`src/gcrc_consts.vh`:
```
// constants for the 4b-5b group code encoder/decoder
// assumes a single 125 MHz clock and an 8-bit plain register port
`ifndef GCRC_CONSTS_VH
`define GCRC_CONSTS_VH

// clock
`define GCRC_CLK_PERIOD_NS 8

// mode codes, {mode_sel_1, mode_sel_0}
`define GCRC_MODE_SHIFT_IN 2'h0
`define GCRC_MODE_SHIFT_OUT 2'h1
`define GCRC_MODE_DECODE 2'h2
`define GCRC_MODE_ENCODE 2'h3

// word sizes and sync mark
`define GCRC_CODE_W 5
`define GCRC_DATA_W 4
`define GCRC_SYNC_MARK 5'h1f

// register port
`define GCRC_ADDR_W 4
`define GCRC_REG_W 8
`define GCRC_ADDR_STATUS 4'h0
`define GCRC_ADDR_CLEAR 4'h1
`define GCRC_ADDR_IRQ_EN 4'h2
`define GCRC_ADDR_LIVE 4'h3
`define GCRC_ADDR_BAD_COUNT 4'h4
`define GCRC_ADDR_WORD_COUNT 4'h5

// event bits of status, clear and enable registers
`define GCRC_EV_BAD_CODE 0
`define GCRC_EV_SYNC_MARK 1
`define GCRC_EV_DECODED 2
`define GCRC_EV_ENCODED 3
`define GCRC_EV_W 4

// reset values and counter limit
`define GCRC_RST_SHIFT 5'h00
`define GCRC_RST_EVENTS 4'h0
`define GCRC_RST_IRQ_EN 4'h0
`define GCRC_RST_COUNT 8'h00
`define GCRC_COUNT_MAX 8'hff

`endif

```
`src/gcrc_code_map.v`:
```
// combinational 4b-5b code map, both directions
// code bit 4 is the first bit on the line, bit 0 the last
`timescale 1ns/1ns
`include "gcrc_consts.vh"

module gcrc_code_map
(
    // data to code
    input wire [3:0] data_in,
    output reg [4:0] code_out,
    // code to data
    input wire [4:0] code_in,
    output reg [3:0] data_out,
    output reg code_valid,
    output wire code_sync
);

    // every word starts and ends with at most one zero and holds no 000
    always @*
    begin
        case (data_in)
            4'h0: code_out = 5'h19;
            4'h1: code_out = 5'h1b;
            4'h2: code_out = 5'h12;
            4'h3: code_out = 5'h13;
            4'h4: code_out = 5'h1d;
            4'h5: code_out = 5'h15;
            4'h6: code_out = 5'h16;
            4'h7: code_out = 5'h17;
            4'h8: code_out = 5'h1a;
            4'h9: code_out = 5'h09;
            4'ha: code_out = 5'h0a;
            4'hb: code_out = 5'h0b;
            4'hc: code_out = 5'h1e;
            4'hd: code_out = 5'h0d;
            4'he: code_out = 5'h0e;
            4'hf: code_out = 5'h0f;
            default: code_out = 5'h19;
        endcase
    end

    // inverse map; 11111 is never data
    always @*
    begin
        code_valid = 1'b1;
        case (code_in)
            5'h19: data_out = 4'h0;
            5'h1b: data_out = 4'h1;
            5'h12: data_out = 4'h2;
            5'h13: data_out = 4'h3;
            5'h1d: data_out = 4'h4;
            5'h15: data_out = 4'h5;
            5'h16: data_out = 4'h6;
            5'h17: data_out = 4'h7;
            5'h1a: data_out = 4'h8;
            5'h09: data_out = 4'h9;
            5'h0a: data_out = 4'ha;
            5'h0b: data_out = 4'hb;
            5'h1e: data_out = 4'hc;
            5'h0d: data_out = 4'hd;
            5'h0e: data_out = 4'he;
            5'h0f: data_out = 4'hf;
            default:
            begin
                // anything else, sync mark included, is no data word
                data_out = 4'h0;
                code_valid = 1'b0;
            end
        endcase
    end

    assign code_sync = (code_in == `GCRC_SYNC_MARK);

endmodule // gcrc_code_map

```
`src/gcrc_codec.v`:
```
// 4b-5b group code encoder/decoder with a five-bit shift register
// assumes all control and serial pins are synchronous to sys_clk
`timescale 1ns/1ns
`include "gcrc_consts.vh"

module gcrc_codec
(
    // clock and reset
    input wire sys_clk,
    input wire rst,
    // controller side
    input wire enable_n,
    input wire mode_sel_1,
    input wire mode_sel_0,
    input wire [3:0] par_data_in,
    input wire flag_clear_n,
    // tape side
    input wire serial_in_bit,
    // five-bit register, top to bottom
    output reg reg_bit_top,
    output reg reg_bit_2,
    output reg reg_bit_1,
    output reg reg_bit_0,
    output reg serial_out_bit,
    // status pins
    output reg sync_mark_seen_n,
    output reg bad_code_flag_n,
    // register port
    input wire [3:0] reg_addr,
    input wire [7:0] reg_wdata,
    input wire reg_wr,
    input wire reg_rd,
    output reg [7:0] reg_rdata,
    // interrupt
    output reg irq
);

    wire [1:0] mode;
    wire active;
    wire [4:0] shift_now;
    wire [4:0] code_from_data;
    wire [3:0] data_from_code;
    wire code_valid;
    wire code_sync;
    reg [4:0] next_shift;
    reg bad_flag;
    reg next_bad_flag;
    wire bad_set;
    wire bad_clear;
    reg [3:0] events;
    reg [3:0] next_events;
    reg [3:0] irq_en;
    reg [3:0] next_irq_en;
    reg [3:0] event_hit;
    wire [3:0] event_clear;
    reg [7:0] bad_count;
    reg [7:0] word_count;
    reg [7:0] next_rdata;

    assign mode = {mode_sel_1, mode_sel_0};
    assign active = ~enable_n;

    // register word as a line-order code: reg_bit_top holds bit 4
    assign shift_now = {reg_bit_top, reg_bit_2, reg_bit_1, reg_bit_0, serial_out_bit};

    gcrc_code_map u_map
    (
        .data_in(par_data_in),
        .code_out(code_from_data),
        .code_in(shift_now),
        .data_out(data_from_code),
        .code_valid(code_valid),
        .code_sync(code_sync)
    );

    // next register contents per mode
    always @*
    begin
        next_shift = shift_now;
        if (!active)
        begin
            next_shift = shift_now;
        end
        else
        begin
            case (mode)
                `GCRC_MODE_SHIFT_IN:
                begin
                    // bits move toward the top, new bit enters at the bottom
                    next_shift = {shift_now[3:0], serial_in_bit};
                end
                `GCRC_MODE_DECODE:
                begin
                    // decoded data on top four bits, line keeps flowing below
                    next_shift = {data_from_code, serial_in_bit};
                end
                `GCRC_MODE_ENCODE:
                begin
                    // code lsb at the top, msb at the serial output
                    next_shift = {code_from_data[0], code_from_data[1], code_from_data[2],
                        code_from_data[3], code_from_data[4]};
                end
                `GCRC_MODE_SHIFT_OUT:
                begin
                    // rotate: serial output refills from reg_bit_0, top from output
                    next_shift = {serial_out_bit, shift_now[4:1]};
                end
                default:
                begin
                    next_shift = shift_now;
                end
            endcase
        end
    end

    always @(posedge sys_clk or posedge rst)
    begin
        if (rst)
        begin
            reg_bit_top <= 1'b0;
            reg_bit_2 <= 1'b0;
            reg_bit_1 <= 1'b0;
            reg_bit_0 <= 1'b0;
            serial_out_bit <= 1'b0;
        end
        else
        begin
            reg_bit_top <= next_shift[4];
            reg_bit_2 <= next_shift[3];
            reg_bit_1 <= next_shift[2];
            reg_bit_0 <= next_shift[1];
            serial_out_bit <= next_shift[0];
        end
    end

    // sync pin registered from the next contents so it tracks the register exactly
    always @(posedge sys_clk or posedge rst)
    begin
        if (rst)
        begin
            sync_mark_seen_n <= 1'b1;
        end
        else
        begin
            sync_mark_seen_n <= ~(&next_shift);
        end
    end

    // bad code flag: active high inside, inverted at the pin
    assign bad_set = active && (mode == `GCRC_MODE_DECODE) && !code_valid && !code_sync;
    assign bad_clear = ~flag_clear_n;

    always @*
    begin
        next_bad_flag = bad_flag;
        if (bad_clear)
        begin
            next_bad_flag = 1'b0;
        end
        // a new bad word in the clearing cycle is not lost
        if (bad_set)
        begin
            next_bad_flag = 1'b1;
        end
    end

    always @(posedge sys_clk or posedge rst)
    begin
        if (rst)
        begin
            bad_flag <= 1'b0;
            bad_code_flag_n <= 1'b1;
        end
        else
        begin
            bad_flag <= next_bad_flag;
            bad_code_flag_n <= ~next_bad_flag;
        end
    end

    // events for the sticky status register
    always @*
    begin
        event_hit = 4'h0;
        event_hit[`GCRC_EV_BAD_CODE] = bad_set;
        event_hit[`GCRC_EV_SYNC_MARK] = (&next_shift) && !(&shift_now);
        event_hit[`GCRC_EV_DECODED] = active && (mode == `GCRC_MODE_DECODE) && code_valid;
        event_hit[`GCRC_EV_ENCODED] = active && (mode == `GCRC_MODE_ENCODE);
    end

    assign event_clear = (reg_wr && (reg_addr == `GCRC_ADDR_CLEAR)) ? reg_wdata[3:0] : 4'h0;

    // set wins over a clear landing in the same cycle
    genvar gi;
    generate
        for (gi = 0; gi < `GCRC_EV_W; gi = gi + 1)
        begin : g_event
            always @*
            begin
                next_events[gi] = event_hit[gi] | (events[gi] & ~event_clear[gi]);
            end
        end
    endgenerate

    always @(posedge sys_clk or posedge rst)
    begin
        if (rst)
        begin
            events <= `GCRC_RST_EVENTS;
            irq <= 1'b0;
        end
        else
        begin
            events <= next_events;
            // next enable too, so a write to the enable shows on irq at once
            irq <= |(next_events & next_irq_en);
        end
    end

    // interrupt enable
    always @*
    begin
        next_irq_en = irq_en;
        if (reg_wr && (reg_addr == `GCRC_ADDR_IRQ_EN))
        begin
            next_irq_en = reg_wdata[3:0];
        end
    end

    always @(posedge sys_clk or posedge rst)
    begin
        if (rst)
        begin
            irq_en <= `GCRC_RST_IRQ_EN;
        end
        else
        begin
            irq_en <= next_irq_en;
        end
    end

    // saturating word counters; writing either one clears it unless it counts in the same cycle
    // saturation, not wrap, so a flood of bad words never reads back as a few
    always @(posedge sys_clk or posedge rst)
    begin
        if (rst)
        begin
            bad_count <= `GCRC_RST_COUNT;
        end
        else if (bad_set && (bad_count != `GCRC_COUNT_MAX))
        begin
            bad_count <= bad_count + 8'h01;
        end
        else if (reg_wr && (reg_addr == `GCRC_ADDR_BAD_COUNT))
        begin
            bad_count <= `GCRC_RST_COUNT;
        end
    end

    always @(posedge sys_clk or posedge rst)
    begin
        if (rst)
        begin
            word_count <= `GCRC_RST_COUNT;
        end
        else if (event_hit[`GCRC_EV_DECODED] && (word_count != `GCRC_COUNT_MAX))
        begin
            word_count <= word_count + 8'h01;
        end
        else if (reg_wr && (reg_addr == `GCRC_ADDR_WORD_COUNT))
        begin
            word_count <= `GCRC_RST_COUNT;
        end
    end

    // read mux; unmapped and write-only addresses read zero
    always @*
    begin
        next_rdata = 8'h00;
        case (reg_addr)
            `GCRC_ADDR_STATUS: next_rdata = {4'h0, events};
            `GCRC_ADDR_IRQ_EN: next_rdata = {4'h0, irq_en};
            `GCRC_ADDR_LIVE: next_rdata = {2'h0, bad_flag, shift_now};
            `GCRC_ADDR_BAD_COUNT: next_rdata = bad_count;
            `GCRC_ADDR_WORD_COUNT: next_rdata = word_count;
            default: next_rdata = 8'h00;
        endcase
    end

    // read data valid only in the cycle after the strobe
    always @(posedge sys_clk or posedge rst)
    begin
        if (rst)
        begin
            reg_rdata <= 8'h00;
        end
        else if (reg_rd)
        begin
            reg_rdata <= next_rdata;
        end
        else
        begin
            reg_rdata <= 8'h00;
        end
    end

endmodule // gcrc_codec

```
`config.mk`:
```
export PLATFORM = sky130hd
export DESIGN_NAME = gcrc_codec
export DESIGN_NICKNAME = d
export VERILOG_FILES = /design/src/gcrc_code_map.v /design/src/gcrc_codec.v
export VERILOG_INCLUDE_DIRS = /design/src
export SDC_FILE = /design/constraint.sdc
export NUM_CORES = 1
export LEC_CHECK = 0
export BUFFER_PORTS_ARGS = -buffer_cell sky130_fd_sc_hd__buf_2
export CAP_MARGIN = 20
export CORE_ASPECT_RATIO = 2
export CORE_MARGIN = 2
export CORE_UTILIZATION = 50
export DETAILED_ROUTE_END_ITERATION = 7
export HOLD_SLACK_MARGIN = 0.1
export PLACE_DENSITY = 0.76
export SYNTH_ARGS = -nofsm -noshare
export SYNTH_HDL_FRONTEND = slang
export SYNTH_SLANG_ARGS = --single-unit
```
`constraint.sdc`:
```
create_clock -name sys_clk -period 2.1 [get_ports sys_clk]
set_clock_uncertainty 0.05 [all_clocks]
set_input_delay 0.42 -clock sys_clk [delete_from_list [all_inputs] [get_ports sys_clk]]
set_output_delay 0.42 -clock sys_clk [all_outputs]
set_load 0.005 [all_outputs]
```
==> run metrics, run 1 <==
drt first-iter violations=84; Ports=41; ys async rst share=100%; ant diodes=0; Synth top area share=41.9%; max incr delay on CP=0.52 ns; Die Span X=52.3 um; fin cells=388; Core ar.=4550 um^2; Syn-to-layout area delta=30.4%; P per Cell Area=774 nW/um^2; Seq/Total Area, Yosys=44.2%; Leak=0.00143 uW; most common cell after layout, fill and taps aside=buf_4; Routed wire per std cell=15.9 um; Final period util=96.7%; Final GP Congestion=0.895; CP Class=reg -> reg; Total Routing Usage GR=26.1%; H-tree levels=2; synth top area cells=dfrtp_1, o21ai_0, a22oi_1; wire length on met2=3440 um; Final Hold Vio Count=0; EDFF count, synth=0; Initial Util=51.1%; vias in the first global route=2316; area leader, netlist=dfrtp_1; Hold WC Path Type=in -> async; worst-margin pin slew=0.513 ns; first drt pass iteration count=4; GRT overflow=0; total power=2350 uW; Syn. warnings=0; placed wire-length estimate after detailed placement=4670 um; Skew-Pair Late Insertion Delay=0.30 ns; maximum number of pins on one net before global-route repair=42; main flop type after synthesis=dfrtp_1; total routed wirelength=6180 um; CP max stage cell=or4b_4; clock sinks=41; fmax=492 MHz; final sum of negative setup slack=0 ns; Cell variety after synth=51; total CTS buffers=5; register bit total from synthesis=41; worst path arrival time=2.20 ns; metal1 wirelength=2200 um; Final ANT Viol Nets=0; largest fanout on the critical path=7; initial antenna violation count=0; fraction of layout cells with a size suffix above 1=36.3%; max-cap viol count=0; Setup crit end kind=register; DR DRC count=0; site row count=35; maximum VDD drop=519 uV; Post-Syn Instances=253; dpl cells=372; Die Height=101 um; worst-path cell chain=buf_4 > and2_4 > o21ai_1 > nand3b_1 > a21o_2 > or4b_4 > o31ai_4; Setup Viol. Count Final=0; IO buf count=36; fin. max-slew vios=0; global-route wire length before repair=10200 um; metal3 WL=182 um; CTS tree=done; DP Worst Slack=-0.127 ns; WHS=0.173 ns; CP Launch Type=register; Post-Syn Area=2330 um^2; Avg Inst Size Synth=9.20 um^2; vias per cell=5.81; CTS clock-pin slew for the worst setup and hold paths=0.09 ns; setup slack after layout=0.0693 ns; CTS root buf=clkbuf_8; Clock Path Buffers=2; nets=359; Worst EP required=2.26 ns; critical path's top delay family=simple AND/OR/NAND/NOR gates; top layer in use=met4; Buf/Inv on CP=1; Die ar.=5250 um^2; Final Critical Period=2.03 ns; syn_nets=280; Rel. slew slack=65.8%; commonest non-fill, non-tap cells in the layout=buf_4, buf_2, dfrtp_1; DR vias=2255; outcome=finished, final reports clean
final timing paths:
kind | cells after the start | to | start | slack [ns]
max | 7 | irq$_DFF_PP0_ | reg_bit_2$_DFF_PP0_ | 0.07
min | 3 | reg_rdata[2]$_DFF_PP0_ | rst | 0.17
max reg2reg | 7 | irq$_DFF_PP0_ | reg_bit_2$_DFF_PP0_ | 0.07
min reg2reg | 2 | events[0]$_DFF_PP0_ | events[0]$_DFF_PP0_ | 0.48
max in group asynchronous | 3 | reg_bit_2$_DFF_PP0_ | rst | 1.43
min in group sys_clk | 4 | bad_code_flag_n$_DFF_PP1_ | flag_clear_n | 0.29
area by class of cell:
type / instances / area, um^2
fill: 381 / 1520
inverter: 11 / 41.3
clock buffer: 5 / 68.8
tap: 55 / 68.8
sequential: 41 / 1030
clock inverter: 3 / 68.8
multi-input combinational: 191 / 1220
timing repair buffer: 82 / 529
metrics by stage:
step                      instance area [um^2]  utilization, %
after global routing                      3040            66.6
after floorplan                           2340               -
after CTS                                 2940            64.6
final                                     3040            66.6
after global placement                    2800            61.5
after detailed placement                  2800            61.5
flip-flops by register name (all words and copies together) (netlist names), 4 cells and up:
register	count
word_count	8
reg_rdata	8
events	4
irq_en	4
bad_count	8
synth_stat cells (3+ instances only):
master	number
o31ai_1	3
a21oi_1	18
buf_4	3
nor2b_1	3
inv_1	11
a21boi_0	3
and3_1	12
nand4_1	5
and2_1	3
nand2b_1	10
nor4_1	3
nor3_1	6
nor2_1	16
nand3_1	5
nand2_1	20
a22oi_1	14
dfrtp_1	39
o21ai_0	27
mux2_2	7
buf_6	3
worst reg2reg max path: cells and delay by family (launching register included):
kind | cells | cell delay (ns)
flip-flops | 1 | 0.46
AND/OR/NAND/NOR | 3 | 0.75
buffers and inverters | 1 | 0.16
AO/OA/AOI/OAI | 3 | 0.53
repair_timing:
action / in CTS / in global routing
setup buffers: 0 / 8
resized for setup: 3 / 14
hold buffers: 0 / 0
setup endpoints to repair: 2 / 8
pin swaps: 0 / 6
routing by layer:
metal | vias up | track usage [%]
met2 | 67 | 46.0
li1 | 1083 | -
met4 | 0 | 18.1
met3 | 26 | 3.86
met1 | 1079 | 27.0
met5 | - | 0
logic make-up after synthesis:
group,count (synthesis),synth area share [%]
multiplexers,9,4.30
AO/OA/AOI/OAI,82,22.6
buffers and inverters,21,4.89
AND/OR/NAND/NOR,96,22.2
adder cells (fa/ha/maj),2,1.07
XOR/XNOR,2,0.752
flip-flops,41,44.2
power by group:
group	switching [uW]	internal (uW)
Clock	297	479
Sequential	96.3	902
Combinational	283	293
(Power assumes the default switching activity.)
==> run 2, diff against run 1 <==
- CORE_UTILIZATION: 50 -> 56
- PLACE_DENSITY: 0.76 -> 0.81
- clock period: 2.1 -> 1.96 ns (I/O delays scaled with it)
==> run 2 against run 1 <==
The flow now finishes with violations (setup timing). Via count rose by 13%. Fmax is 3.4% lower. Flip-flop and latch count is the same. Die area decreased by 10%. Sequential power is 7% higher. Total power increased by 11%. Routed wire length rose by 34%. Sequential share of layout area decreased by 2.9 points. Largest power group unchanged. Highest routed layer unchanged.
==> run metrics, run 2 (same netlist as run 1, synthesis figures left out) <==
Final Critical Period=2.10 ns; outcome=finished with violations; largest registers=bad_count: 8 flops, reg_rdata: 8 flops, word_count: 8 flops; site row count=33; nets=382; Rel. slew slack=62.5%; fin. max-slew vios=0; final core utilization=82.0%; Setup Viol. Count Final=5; Die ar.=4720 um^2; maximum VDD drop=626 uV; Die Span X=49.6 um; Flop pwr share=41.2%; worst path arrival time=2.27 ns; Initial Util=57.5%; CP Class=reg -> reg; placed wire-length estimate after detailed placement=4860 um; worst r2r path cells=6; worst-margin pin slew=0.559 ns; H-tree levels=2; Worst R2R End=irq$_DFF_PP0_; final sum of negative setup slack=-0.491 ns; Placed Area=2950 um^2; commonest non-fill, non-tap cells in the layout=buf_4, dfrtp_1, buf_2; worst-path cell chain=nand2_1 > o21ai_0 > a211o_1 > a31o_2 > or4b_4 > o31ai_2; ant diodes=0; most common cell after layout, fill and taps aside=buf_4; DR vias=2546; setup slack after layout=-0.141 ns; Total Routing Usage GR=30.4%; Final ANT Viol Nets=0; Syn-to-layout area delta=42.5%; total routed wirelength=8280 um; Hold WC Path Type=in -> async; first drt pass iteration count=6; Buf/Inv on CP=0; vias per cell=6.24; Clock Path Buffers=2; max incr delay on CP=0.52 ns; fmax=476 MHz; maximum number of pins on one net before global-route repair=42; critical path's top delay family=compound AO/OA/AOI/OAI gates; Ports=41; Worst EP required=2.13 ns; violated checks=setup timing; Setup crit end kind=register; total CTS buffers=5; Die Height=95.2 um; P per Cell Area=785 nW/um^2; Skew-Pair Late Insertion Delay=0.30 ns; CTS clock-pin slew for the worst setup and hold paths=0.09 ns; Design Area, Final=3320 um^2; CTS tree=done; clock share of power=27.3%; clock sinks=41; DP Worst Slack=-0.285 ns; Final GP Congestion=0.874; CP Launch Type=register; drt first-iter violations=192; Leak=0.00156 uW; IO buf count=36; RSZ-0062 raised after global routing=true; combinational share of power=31.5%; Routed wire per std cell=20.3 um; CTS root buf=clkbuf_8; CP max stage cell=or4b_4; fraction of layout cells with a size suffix above 1=44.9%; Core ar.=4050 um^2; Int Pwr=1770 uW; max-cap viol count=0; largest fanout on the critical path=6; switch share=32.1%; Sw Pwr=835 uW; DR DRC count=0; GRT overflow=0; vias in the first global route=2380; R2R Setup Slk=-0.14 ns; worst r2r src=reg_bit_2$_DFF_PP0_; Final period util=107%; CTS hold repair buffers=0; initial antenna violation count=0; global-route wire length before repair=10800 um; Final Hold Vio Count=0
run 2: worst min-delay path, delay by kind of cell:
family | cells | cell delay [ns]
buffers and inverters | 3 | 0.58
run 2: layout make-up:
class | count | area [um^2]
Clock inverter | 3 | 46.3
Multi-Input combinational cell | 191 | 1340
Clock buffer | 5 | 68.8
Sequential cell | 41 | 1030
Tap cell | 52 | 65.1
Fill cell | 262 | 729
Timing Repair Buffer | 105 | 728
Inverter | 11 | 41.3
run 2: worst max-delay path by stage:
stage | start | endpoint | slack [ns] | depth (start not counted)
2_1_floorplan | reg_addr[2] | irq$_DFF_PP0_ | 0.006 | 7
3_3_place_gp | mode_sel_0 | irq$_DFF_PP0_ | -0.19 | 7
3_5_place_dp | mode_sel_0 | irq$_DFF_PP0_ | -0.28 | 7
4_1_cts | serial_out_bit$_DFF_PP0_ | irq$_DFF_PP0_ | -0.03 | 6
5_1_grt | serial_out_bit$_DFF_PP0_ | irq$_DFF_PP0_ | -0.21 | 6
6_report | reg_bit_2$_DFF_PP0_ | irq$_DFF_PP0_ | -0.14 | 6
run 2: per-stage QoR:
stage,std cells,hold slack (ns),total power [uW]
2_1_floorplan,253,0.406,1430
3_3_place_gp,386,0.420,1680
3_5_place_dp,386,0.453,1710
4_1_cts,399,0.168,2440
5_1_grt,408,0.214,2700
6_report,408,0.154,2600
run 2: routing by layer:
metal | vias to the layer above | share of wire, % | track usage [%]
li1 | 1128 | - | -
met1 | 1182 | 33 | 30.5
met2 | 184 | 54 | 56.1
met3 | 52 | 6.8 | 4.39
met4 | 0 | 7.1 | 21.1
met5 | - | 0 | 0
run 2: what timing repair did:
action / 4_1_cts / 5_1_grt
buffers inserted: 5 / 8
resized for setup: 13 / 33
setup endpoints to repair: 4 / 16
pin swaps: 4 / 8
endpoints found under the hold margin: 0 / 0
cloned: 0 / 1
run 2: power by group through the flow:
stage | Combinational, uW | Clock (uW) | Sequential, uW
after floorplan | 382 | 0 | 1050
after global placement | 623 | 0 | 1060
after detailed placement | 640 | 0 | 1070
after CTS | 687 | 696 | 1060
after global routing | 875 | 746 | 1080
final | 821 | 710 | 1070
==> run 3, diff against run 2 <==
- CTS_BUF_LIST: default -> sky130_fd_sc_hd__clkbuf_16
==> run 3 against run 2 <==
The flow still finishes with violations (setup timing). Fmax is 2.3% higher. Total power is 6.0% higher. Non-clock buffer count is 6 lower. Clock-buffer cell count stayed put. Final area is 2.1% lower.
==> run metrics, run 3 (same netlist as run 1, synthesis figures left out) <==
outcome=finished with violations; violated checks=setup timing; global-route wire length before repair=10800 um; largest fanout on the critical path=7; Die ar.=4720 um^2; Routed wire per std cell=19.3 um; maximum VDD drop=662 uV; Ports=41; worst-margin pin slew=0.531 ns; P per Cell Area=850 nW/um^2; Rel. slew slack=64.4%; largest registers=bad_count: 8 flops, reg_rdata: 8 flops, word_count: 8 flops; Design Area, Final=3250 um^2; Final ANT Viol Nets=0; Clock Path Buffers=2; worst path arrival time=2.20 ns; vias per cell=6.29; Fillers=280; Skew-Pair Late Insertion Delay=0.28 ns; Total Routing Usage GR=30.4%; commonest non-fill, non-tap cells in the layout=buf_4, dfrtp_1, buf_2; worst r2r path cells=6; fraction of layout cells with a size suffix above 1=42.0%; total CTS buffers=5; initial antenna violation count=0; CTS clock-pin slew for the worst setup and hold paths=0.06 ns; Final Hold Vio Count=0; DR vias=2527; area used by multi-input combinational logic=1290 um^2; CTS tree=done; CTS root buf=clkbuf_16; Final period util=105%; vias in the first global route=2350; fmax=487 MHz; CP Class=reg -> reg; R2R Setup Slk=-0.09 ns; Die Height=95.2 um; drt first-iter violations=182; Setup crit end kind=register; Syn-to-layout area delta=39.4%; first drt pass iteration count=5; Final Critical Period=2.05 ns; fin. max-slew vios=0; Core ar.=4050 um^2; H-tree levels=2; final sum of negative setup slack=-0.310 ns; final core utilization=80.2%; most common cell after layout, fill and taps aside=buf_4; maximum number of pins on one net before global-route repair=42; IO buf count=36; Hold WC Path Type=in -> async; nets=376; register area=1030 um^2; Worst R2R End=irq$_DFF_PP0_; Placed Area=2950 um^2; DR DRC count=0; setup slack after layout=-0.0949 ns; Setup Viol. Count Final=6; total routed wirelength=7740 um; site row count=33; Leak=0.00153 uW; RSZ-0062 raised after global routing=true; worst r2r src=reg_bit_top$_DFF_PP0_; CP Launch Type=register; Initial Util=57.5%; placed wire-length estimate after detailed placement=4860 um; Worst EP required=2.11 ns; GRT overflow=0; total power=2760 uW; Final GP Congestion=0.874; max-cap viol count=0; Die Span X=49.6 um; clock sinks=41; ant diodes=0
-- run 3: cell count changes in the layout (fill, tap and decap cells not counted), moves of 2 or more --
cell / before / now
o21ai_0: 21 / 19
clkbuf_8: 5 / 0
clkbuf_16: 0 / 5
buf_6: 7 / 0
-- run 3: report_power, final --
group          total, uW  switching (uW)  internal [uW]
Clock                945             343            602
Combinational        747             368            380
Sequential          1070             100            967
Total               2760             811           1950
-- run 3: per-layer routing --
metal / wire length [um] / GRT usage [%]
met1: 2620 / 29.9
met3: 417 / 4.39
met4: 537 / 22.7
met5: 0 / 0
met2: 4160 / 55.8
-- run 3: worst max-delay path by stage --
stage                                        start             to  slack (ns)
after floorplan                        reg_addr[2]  irq$_DFF_PP0_       0.006
after global placement                  mode_sel_0  irq$_DFF_PP0_       -0.19
after detailed placement                mode_sel_0  irq$_DFF_PP0_       -0.28
after CTS                      reg_bit_0$_DFF_PP0_  irq$_DFF_PP0_       -0.09
after global routing      serial_out_bit$_DFF_PP0_  irq$_DFF_PP0_       -0.19
final                        reg_bit_top$_DFF_PP0_  irq$_DFF_PP0_       -0.09
-- run 3: stage by stage --
step                instances  hold slack, ns  setup WS (ns)
global route              402           0.239         -0.194
CTS                       396           0.189        -0.0944
floorplan                 253           0.406        0.00567
detailed placement        386           0.453         -0.285
global placement          386           0.420         -0.194
finish                    402           0.175        -0.0949
-- run 3: layout make-up --
cell class / count / area share [%]
multi-input combinational: 191 / 39.7
tap: 52 / 2.00
sequential: 41 / 31.8
clock inverter: 3 / 1.43
timing repair buffer: 99 / 20.0
clock buffer: 5 / 3.85
inverter: 11 / 1.27
-- run 3: worst max-delay path: stages (launching register included) --
cell and delay (ns):
dfrtp_2 0.45, and2_0 0.17, o21ai_0 0.17, nand3b_1 0.16, a21o_2 0.22, or4b_4 0.56, o31ai_2 0.19
-- run 3: timing repair --
item / CTS / global route
hold endpoints to repair: 0 / 0
hold buffers: 0 / 0
gates resized for setup: 7 / 24
buffers inserted: 2 / 5
pin swaps: 1 / 4
gates cloned: 0 / 1
endpoints found under the setup margin: 7 / 15
